**src/asd_pkg.sv**
```systemverilog
// Purpose: constants and carriers for the address space decoder
// Assumes: byte-wide core accesses, one request per cycle
// Notes: ram and flash bounds derive from the size parameters
package asd_pkg;
  localparam int RF_AW = 12;
  localparam int PM_AW = 16;
  localparam int RF_SIZE = 4096;
  localparam int CTL_SIZE = 256;
  localparam logic [11:0] CTL_BASE = 12'hf00;
  localparam logic [11:0] RAM_BASE = 12'h000;
  localparam logic [7:0] BLANK_BYTE = 8'hff;
  localparam logic [7:0] ZERO_BYTE = 8'h00;
  localparam logic [15:0] OPT_BASE = 16'h0000;
  localparam logic [15:0] RST_VEC = 16'h0002;
  localparam logic [15:0] WDOG_VEC = 16'h0004;
  localparam logic [15:0] TRAP_VEC = 16'h0006;
  localparam logic [15:0] IRQ_VEC_LO = 16'h0008;
  localparam logic [15:0] IRQ_VEC_HI = 16'h0037;
  localparam logic [15:0] CODE_BASE = 16'h0038;
  localparam logic [15:0] ROM_BASE = 16'hff80;
  localparam logic [15:0] PN_BASE = 16'hffc0;
  localparam logic [15:0] PN_LAST = 16'hffd3;
  localparam int PN_LEN = 20;
  localparam logic [4:0] PN_NONE = 5'h1f;

  typedef enum logic [1:0] {
    SP_RF = 2'h0,
    SP_PM = 2'h1,
    SP_DM = 2'h2
  } asd_space_type;

  typedef enum logic [4:0] {
    TG_NONE = 5'h01,
    TG_RAM  = 5'h02,
    TG_CTL  = 5'h04,
    TG_FLSH = 5'h08,
    TG_ROM  = 5'h10
  } asd_target_type;

  typedef enum logic [3:0] {
    PS_OPT  = 4'h1,
    PS_VEC  = 4'h2,
    PS_IRQ  = 4'h4,
    PS_CODE = 4'h8
  } asd_pslot_type;

  typedef struct packed {
    logic          valid;
    logic          write;
    asd_space_type space;
    logic [15:0]   addr;
    logic [7:0]    wdata;
  } asd_req_type;
endpackage

```
**src/asd_decoder.sv**
```systemverilog
// Purpose: route core accesses to RAM, control, flash or ROM targets
// Assumes: targets answer read data in the same cycle as the strobe
// Notes: read data is muxed one cycle after the request
`timescale 1ns/1ps
module asd_decoder #(
  parameter int RAM_BYTES   = 4096,
  parameter int FLASH_BYTES = 65536,
  parameter logic [8*20-1:0] PART_ID = {"ASD-PART-0", {10{8'h00}}} // arbitrary
) (
  // clock and reset
  input  wire logic               core_clk,
  input  wire logic               rst_n,
  // core request
  input  wire asd_pkg::asd_req_type req,
  input  wire logic               load_external_data,
  input  wire logic               load_external_data_incr,
  // core answer
  output logic                    rvalid,
  output logic [7:0]              rdata,
  output asd_pkg::asd_pslot_type  pslot,
  output logic                    watchdog_vector_source,
  // ram port
  output logic                    ram_en,
  output logic                    ram_we,
  output logic [11:0]             ram_addr,
  output logic [7:0]              ram_wdata,
  input  wire logic [7:0]         ram_rdata,
  // control register port
  output logic                    ctl_en,
  output logic                    ctl_we,
  output logic [7:0]              ctl_addr,
  output logic [7:0]              ctl_wdata,
  input  wire logic [7:0]         ctl_rdata,
  // flash port
  output logic                    fl_en,
  output logic                    fl_we,
  output logic [15:0]             fl_addr,
  output logic [7:0]              fl_wdata,
  input  wire logic [7:0]         fl_rdata
);
  // derived boundaries
  localparam logic [12:0] RAM_TOP =
    13'(RAM_BYTES > int'(asd_pkg::CTL_BASE) ?
        int'(asd_pkg::CTL_BASE) : RAM_BYTES);
  localparam logic [16:0] FL_TOP = 17'(FLASH_BYTES);

  typedef struct packed {
    logic                   pend;
    logic                   rvalid;
    logic [7:0]             rdata;
    asd_pkg::asd_pslot_type pslot;
    logic                   wdog;
    asd_pkg::asd_target_type tgt;
    logic [4:0]             pn_idx;
    logic                   ram_en;
    logic                   ram_we;
    logic [11:0]            ram_addr;
    logic [7:0]             ram_wdata;
    logic                   ctl_en;
    logic                   ctl_we;
    logic [7:0]             ctl_addr;
    logic [7:0]             ctl_wdata;
    logic                   fl_en;
    logic                   fl_we;
    logic [15:0]            fl_addr;
    logic [7:0]             fl_wdata;
  } asd_state_type;

  asd_state_type st;
  asd_state_type next_st;

  function automatic logic [7:0] pn_byte(input logic [4:0] i);
    pn_byte = asd_pkg::ZERO_BYTE;
    if (int'(i) < asd_pkg::PN_LEN) begin
      pn_byte = PART_ID[8*(asd_pkg::PN_LEN-1-int'(i)) +: 8];
    end
  endfunction

  // offset inside the control window
  function automatic logic [7:0] ctl_off(
    input logic [11:0] a
  );
    ctl_off = 8'(a - asd_pkg::CTL_BASE);
  endfunction

  // register file control window
  function automatic logic in_ctl(
    input logic [11:0] a
  );
    in_ctl = (a >= asd_pkg::CTL_BASE);
  endfunction

  // implemented ram below the control window
  function automatic logic in_ram(
    input logic [11:0] a
  );
    in_ram = ({1'b0, a} < RAM_TOP);
  endfunction

  // implemented flash at the low end
  function automatic logic in_flash(
    input logic [15:0] a
  );
    in_flash = ({1'b0, a} < FL_TOP);
  endfunction

  // read-only area at the data top
  function automatic logic in_rom(
    input logic [15:0] a
  );
    in_rom = (a >= asd_pkg::ROM_BASE);
  endfunction

  // part identifier string slots
  function automatic logic in_pn(
    input logic [15:0] a
  );
    in_pn = (a >= asd_pkg::PN_BASE) && (a <= asd_pkg::PN_LAST);
  endfunction

  // string position inside the identifier
  function automatic logic [4:0] pn_pos(
    input logic [15:0] a
  );
    pn_pos = asd_pkg::PN_NONE;
    if (in_pn(a)) begin
      pn_pos = 5'(a - asd_pkg::PN_BASE);
    end
  endfunction

  // program memory slot of an address
  function automatic asd_pkg::asd_pslot_type pm_slot(
    input logic [15:0] a
  );
    if (a < asd_pkg::RST_VEC) begin
      pm_slot = asd_pkg::PS_OPT;
    end else if (a < asd_pkg::IRQ_VEC_LO) begin
      pm_slot = asd_pkg::PS_VEC;
    end else if (a <= asd_pkg::IRQ_VEC_HI) begin
      pm_slot = asd_pkg::PS_IRQ;
    end else begin
      pm_slot = asd_pkg::PS_CODE;
    end
  endfunction

  // watchdog vector pair
  function automatic logic is_wdog(
    input logic [15:0] a
  );
    is_wdog = (a >= asd_pkg::WDOG_VEC) && (a < asd_pkg::TRAP_VEC);
  endfunction

  // read answer by the target of the request
  function automatic logic [7:0] answer(
    input asd_pkg::asd_target_type t,
    input logic [4:0]              idx,
    input logic [7:0]              rd_ram,
    input logic [7:0]              rd_ctl,
    input logic [7:0]              rd_fl
  );
    case (t)
      asd_pkg::TG_RAM: begin
        answer = rd_ram;
      end
      asd_pkg::TG_CTL: begin
        answer = rd_ctl;
      end
      asd_pkg::TG_FLSH: begin
        answer = rd_fl;
      end
      asd_pkg::TG_ROM: begin
        answer = pn_byte(idx);
      end
      asd_pkg::TG_NONE: begin
        answer = asd_pkg::BLANK_BYTE;
      end
      default: begin
        answer = asd_pkg::BLANK_BYTE;
      end
    endcase
  endfunction

  always_comb begin
    logic [11:0] ra;
    logic [15:0] pa;
    ra = req.addr[11:0];
    pa = req.addr;
    next_st = st;
    // strobes last one cycle
    next_st.ram_en = 1'b0;
    next_st.ram_we = 1'b0;
    next_st.ctl_en = 1'b0;
    next_st.ctl_we = 1'b0;
    next_st.fl_en = 1'b0;
    next_st.fl_we = 1'b0;

    // answer for the read strobed last cycle
    next_st.pend = 1'b0;
    next_st.rvalid = st.pend;
    if (st.pend) begin
      next_st.rdata = answer(st.tgt, st.pn_idx, ram_rdata, ctl_rdata,
                             fl_rdata);
    end

    // new request
    if (req.valid) begin
      next_st.pend = !req.write;
      next_st.tgt = asd_pkg::TG_NONE;
      case (req.space)
        asd_pkg::SP_RF: begin
          if (in_ctl(ra)) begin
            next_st.tgt = asd_pkg::TG_CTL;
            next_st.ctl_en = 1'b1;
            next_st.ctl_we = req.write;
            next_st.ctl_addr = ctl_off(ra);
            next_st.ctl_wdata = req.wdata;
          end else if (in_ram(ra)) begin
            next_st.tgt = asd_pkg::TG_RAM;
            next_st.ram_en = 1'b1;
            next_st.ram_we = req.write;
            next_st.ram_addr = ra - asd_pkg::RAM_BASE;
            next_st.ram_wdata = req.wdata;
          end else begin
            next_st.tgt = asd_pkg::TG_NONE;
          end
        end
        asd_pkg::SP_PM: begin
          if (in_flash(pa)) begin
            next_st.tgt = asd_pkg::TG_FLSH;
            next_st.fl_en = 1'b1;
            next_st.fl_we = req.write;
            next_st.fl_addr = pa;
            next_st.fl_wdata = req.wdata;
          end else begin
            next_st.tgt = asd_pkg::TG_NONE;
          end
          next_st.pslot = pm_slot(pa);
          next_st.wdog = is_wdog(pa);
        end
        asd_pkg::SP_DM: begin
          if (in_rom(pa) && !req.write &&
              (load_external_data || load_external_data_incr)) begin
            next_st.tgt = asd_pkg::TG_ROM;
            next_st.pn_idx = pn_pos(pa);
          end else begin
            next_st.tgt = asd_pkg::TG_NONE;
          end
        end
        default: begin
          next_st.tgt = asd_pkg::TG_NONE;
        end
      endcase
    end
  end

  always_ff @(posedge core_clk) begin
    if (!rst_n) begin
      // answer side
      st.pend <= 1'b0;
      st.rvalid <= 1'b0;
      st.rdata <= asd_pkg::ZERO_BYTE;
      st.pslot <= asd_pkg::PS_OPT;
      st.wdog <= 1'b0;
      st.tgt <= asd_pkg::TG_NONE;
      st.pn_idx <= asd_pkg::PN_NONE;
      // target strobes
      st.ram_en <= 1'b0;
      st.ram_we <= 1'b0;
      st.ram_addr <= '0;
      st.ram_wdata <= '0;
      st.ctl_en <= 1'b0;
      st.ctl_we <= 1'b0;
      st.ctl_addr <= '0;
      st.ctl_wdata <= '0;
      st.fl_en <= 1'b0;
      st.fl_we <= 1'b0;
      st.fl_addr <= '0;
      st.fl_wdata <= '0;
    end else begin
      st <= next_st;
    end
  end

  // core answer
  assign rvalid = st.rvalid;
  assign rdata = st.rdata;
  assign pslot = st.pslot;
  assign watchdog_vector_source = st.wdog;
  // ram port
  assign ram_en = st.ram_en;
  assign ram_we = st.ram_we;
  assign ram_addr = st.ram_addr;
  assign ram_wdata = st.ram_wdata;
  // control port
  assign ctl_en = st.ctl_en;
  assign ctl_we = st.ctl_we;
  assign ctl_addr = st.ctl_addr;
  assign ctl_wdata = st.ctl_wdata;
  // flash port
  assign fl_en = st.fl_en;
  assign fl_we = st.fl_we;
  assign fl_addr = st.fl_addr;
  assign fl_wdata = st.fl_wdata;
endmodule

```
**config.mk**
```make
export PLATFORM = sky130hd
export DESIGN_NAME = asd_decoder
export DESIGN_NICKNAME = d
export VERILOG_FILES = /design/src/asd_pkg.sv /design/src/asd_decoder.sv
export SDC_FILE = /design/constraint.sdc
export NUM_CORES = 1
export LEC_CHECK = 0
export ABC_CLOCK_PERIOD_IN_PS = 2000
export BUFFER_PORTS_ARGS = -buffer_cell sky130_fd_sc_hd__buf_2
export CORE_MARGIN = 1.5
export CORE_UTILIZATION = 48
export CTS_BUF_LIST = sky130_fd_sc_hd__clkbuf_2 sky130_fd_sc_hd__clkbuf_4 sky130_fd_sc_hd__clkbuf_8
export DETAILED_ROUTE_END_ITERATION = 7
export PLACE_DENSITY = 0.79
export SYNTH_ARGS = -nofsm -noshare
export SYNTH_HDL_FRONTEND = slang
export SYNTH_SLANG_ARGS = --single-unit
```
**constraint.sdc**
```tcl
create_clock -name core_clk -period 2 [get_ports core_clk]
set_input_delay 0.4 -clock core_clk [delete_from_list [all_inputs] [get_ports core_clk]]
set_output_delay 0.4 -clock core_clk [all_outputs]
set_load 0.01 [all_outputs]
```
==> metrics.log <==
INFO  metric run_status = finished with violations
INFO  metric violated_checks = DRC
INFO  metric mappedNetlistNets = 589
INFO  metric post_synth_main_area_contributors = sky130_fd_sc_hd__dfxtp_1 (41%), sky130_fd_sc_hd__buf_4 (12%), sky130_fd_sc_hd__nand2_1 (12%)
INFO  metric synth_area_leader_cell = sky130_fd_sc_hd__dfxtp_1
INFO  metric num-fill-cells = between 700 and 800
INFO  metric synth_compound_gate_area_share = just over 20%
INFO  metric gr_util_all_layers = between 20% and 30%
INFO  metric ys_ff_latch = 91
INFO  metric die_w = 98.7 um
INFO  metric layout_min_cycle_time = around 1.8 ns
INFO  metric totalWireLength = ~11 mm
INFO  metric multi_input_area = 0.00189 sq mm
INFO  metric critical_path_class = reg2reg
INFO  metric drt-pass1-iter-count = 7
INFO  metric floorplan.die_area = 0.00974 sq mm
INFO  metric cts_tree = built
INFO  metric static_leakage = 2.14 nW
INFO  metric critPathCaptureType = flip-flop
INFO  metric maxClockFrequency = ~0.55 GHz
INFO  metric drc = 9
INFO  metric final_min_period_over_clock_period = 90.6%
INFO  metric critical_path.cell_chain = nor2b_1 -> a22oi_1 -> o21ai_0 -> a22oi_1 -> a21oi_1
INFO  metric worst_ep_required_time = around 2.3 ns
INFO  metric number_of_distinct_library_cells_after_synthesis = between 50 and 60
INFO  metric mux_share_of_post_synthesis_cell_area = 0%
INFO  metric place_congestion = between 0.8 and 0.9
INFO  metric cp_common_cell = sky130_fd_sc_hd__a22oi_1
INFO  metric worst-slew-pin-transition = 0.557 ns
INFO  metric worstPathMaxFanout = 8
INFO  metric synth_top_family_by_area = simple AND/OR/NAND/NOR gates
INFO  metric area.sequential = approximately 0.0018 sq mm
INFO  metric synthXorXnorAreaFrac = 0.598%
INFO  metric setup-violations-final = 0
INFO  metric port_buffers = around 140
INFO  metric violation_count_after_the_first_detailed_route_iteration = approximately 200
INFO  metric vias_per_cell = approximately 5.4
INFO  metric synth.yosys.seq_area_share = between 40 and 50%
INFO  metric worst_case_headroom_to_the_max_slew_limit = approximately 63%
INFO  metric clock_skew_after_layout = between 0.008 and 0.009 ns
INFO  metric total_power = roughly 3.5 mW
INFO  metric post-cts-setup-buffer-count = 0
INFO  metric cts_num_sinks = a little over 90
INFO  metric grt_overflow_total = 0
INFO  metric grt_pass1_wl = between 15 and 20 mm
INFO  metric netlist.area_leader.share = roughly 41%
INFO  metric initial_core_util = approximately 50%
INFO  metric antennaDiodeCount = 0
INFO  metric number_of_placed_instances_with_taps_included = 690
INFO  metric die_span_y = between 90 and 100 um
INFO  metric crit_path_max_incr_delay = around 0.52 ns
INFO  metric numCtsBuffers = 9
INFO  metric layout-area-overhead-vs-synth = 13.0%
INFO  metric final_layout_size_suffix_gt1_share = 31.4%
INFO  metric clock_path_buffers = 2
INFO  metric overall_via_count_from_detail_route = between 3000 and 4000
INFO  metric hold_path_class = in2reg
INFO  metric place_hpwl = 7.57 mm
INFO  metric worstSetupStartpointType = flip-flop
INFO  metric cap_violations = 0
INFO  metric clkTransAtPathRegs = 0.09 ns
INFO  metric syn_inst = approximately 530
INFO  metric antenna_left = 0
INFO  metric post_synth_and_or_nand_nor_area_fraction = about a fifth
INFO  metric fin_nets = 650
INFO  metric htree_levels = 3
INFO  metric yosysWarnings = 0
INFO  metric final_util = between 50 and 60%
INFO  metric synth.avg_cell_area = between 8 and 9 sq um
INFO  metric worst-path-buf-inv = 0
INFO  metric cts.root.buffer_cell = sky130_fd_sc_hd__clkbuf_8
INFO  metric grt_antenna_before_repair = 0
INFO  metric cp_top_family = compound AO/OA/AOI/OAI gates
INFO  metric synth_flop_cell = sky130_fd_sc_hd__dfxtp_1
INFO  metric cpMaxStageDelayCell = sky130_fd_sc_hd__nor2b_1
INFO  metric row_count = 34
INFO  metric synth-adder-area-share = 0.285%
INFO  metric first_global_vias = 3632
INFO  metric timing.final.hold_violations = 0
INFO  metric synth-edff-count = 0
INFO  metric core_area = ~0.0088 sq mm
INFO  metric slew_limit_fails = 0
INFO  metric finish.cell_count_without_fillers = around 700
INFO  metric post_synth_instance_area = roughly 0.0044 sq mm
INFO  metric floorplan.io_pins = between 100 and 150
INFO  metric worstSkewPairLatency = between 0.3 and 0.4 ns
INFO  metric worst_ep_arrival_time = approximately 2.1 ns
INFO  metric synth-async-reset-ratio = 0%
INFO  metric vdd.ir_drop.worst = between 0.3 and 0.4 mV
INFO  metric setup_repair_after_global_routing_missed_its_margin = no
INFO  metric grt_start_max_net_pins = 86
INFO  metric power-per-cell-area = between 700 and 800 mW/mm^2
INFO  metric detail_route.wl_per_cell = about 15 um
-- worst reg2reg max path, cell delays in order (launching register included) --
cell and delay, ns:
sky130_fd_sc_hd__dfxtp_1 0.48, sky130_fd_sc_hd__nor2b_1 0.52, sky130_fd_sc_hd__a22oi_1 0.20, sky130_fd_sc_hd__o21ai_0 0.25
sky130_fd_sc_hd__a22oi_1 0.14, sky130_fd_sc_hd__a21oi_1 0.16
-- final timing paths --
kind               start     endpoint  slack (ns)  cells past startpoint
max reg2reg       st[74]     rdata[4]        0.19                      5
min               req[7]  fl_wdata[7]        0.31                      3
max               st[74]     rdata[4]        0.19                      5
min reg2reg  ctl_addr[5]  ctl_addr[5]        0.46                      2
-- power by group --
group | internal [mW] | switching, mW
Clock | 0.610 | 0.644
Combinational | 0.155 | 0.186
Sequential | 1.86 | 0.0294
Total | 2.62 | 0.860
-- Yosys cell counts, types with 2 or more instances --
library cell,count
sky130_fd_sc_hd__dfxtp_1,91
sky130_fd_sc_hd__and2_1,6
sky130_fd_sc_hd__a32oi_1,4
sky130_fd_sc_hd__o22a_1,5
sky130_fd_sc_hd__and3b_1,3
sky130_fd_sc_hd__nor4b_1,2
sky130_fd_sc_hd__and3_1,2
sky130_fd_sc_hd__a21oi_1,5
sky130_fd_sc_hd__nor2_1,11
sky130_fd_sc_hd__a21boi_0,62
sky130_fd_sc_hd__nand2b_1,5
sky130_fd_sc_hd__nor3_1,5
sky130_fd_sc_hd__o211ai_1,2
sky130_fd_sc_hd__buf_2,7
sky130_fd_sc_hd__a22o_1,3
sky130_fd_sc_hd__nand3_1,6
sky130_fd_sc_hd__inv_1,5
sky130_fd_sc_hd__nor4_1,3
sky130_fd_sc_hd__o221a_2,4
sky130_fd_sc_hd__nor2b_1,4
sky130_fd_sc_hd__or3b_2,2
sky130_fd_sc_hd__clkbuf_1,26
sky130_fd_sc_hd__a31oi_1,8
sky130_fd_sc_hd__buf_4,73
sky130_fd_sc_hd__nand2_1,136
sky130_fd_sc_hd__a22oi_1,6
sky130_fd_sc_hd__xor2_1,2
sky130_fd_sc_hd__o21ai_0,21
-- layer usage --
metal | vias up | wire [um] | GRT usage (%) | part of all wire, %
li1 | 1846 | - | - | -
met1 | 1794 | 4560 | 26.8 | 43
met2 | 122 | 5140 | 37.2 | 49
met3 | 21 | 577 | 3.83 | 5.5
met4 | 0 | 278 | 10.2 | 2.6
met5 | - | 0 | 0 | 0
-- cells by family (layout without fill, tap and decap cells) --
family | Yosys count | after routing
xor+xnor | 3 | 3
fa+ha+maj | 1 | 1
simple gates | 200 | 200
compound gates | 125 | 125
buf+inv | 112 | 178
flops | 91 | 91
-- registers in the layout, summed over array words and instances (netlist names) --
name                    count
fl_addr                    16
ram_addr                   12
st                         10
ctl_addr                    8
ctl_wdata                   8
fl_wdata                    8
ram_wdata                   8
rdata                       8
pslot                       4
ctl_en                      1
ctl_we                      1
fl_en                       1
fl_we                       1
next_st                     1
ram_en                      1
ram_we                      1
rvalid                      1
watchdog_vector_source      1
-- placed cells by master (no fill, tap or decap), drive strengths merged, types with 3 or more instances in the layout --
cell / count
clkinvlp: 3
a32oi: 4
and2: 6
nand3: 6
a21boi: 62
dfxtp: 91
nor2: 12
inv: 6
a22oi: 6
nor2b: 4
o22a: 5
a22o: 3
clkbuf: 11
nand2: 136
a21oi: 5
nor4: 4
buf: 157
and3b: 3
o21ai: 21
nand2b: 5
o221a: 4
nor3: 5
a31oi: 8
-- cell type report --
cell class	instances	share of cell area, %
inverter	5	0.378
timing repair buffer	157	18.2
tap	108	2.72
multi-input combinational	329	38.0
clock buffer	11	2.80
clock inverter	5	1.23
sequential	91	36.7
-- repair_timing --
action	4_1_cts	5_1_grt
setup endpoints to repair	0	2
resized for setup	0	2
hold buffers	0	0
-- metrics by stage --
step	hold slack, ns	TNS (ns)	instance area, sq um	setup WS, ns
final	0.308	0	4970	0.188
after global routing	0.298	0	4970	0.0649
after CTS	0.300	0	4950	0.119
after detailed placement	0.451	-0.374	4750	-0.0810
after global placement	0.446	-0.122	4750	-0.0259
after floorplan	0.441	0	4400	0.00727
Note: power is estimated with default switching activity, not from simulation.
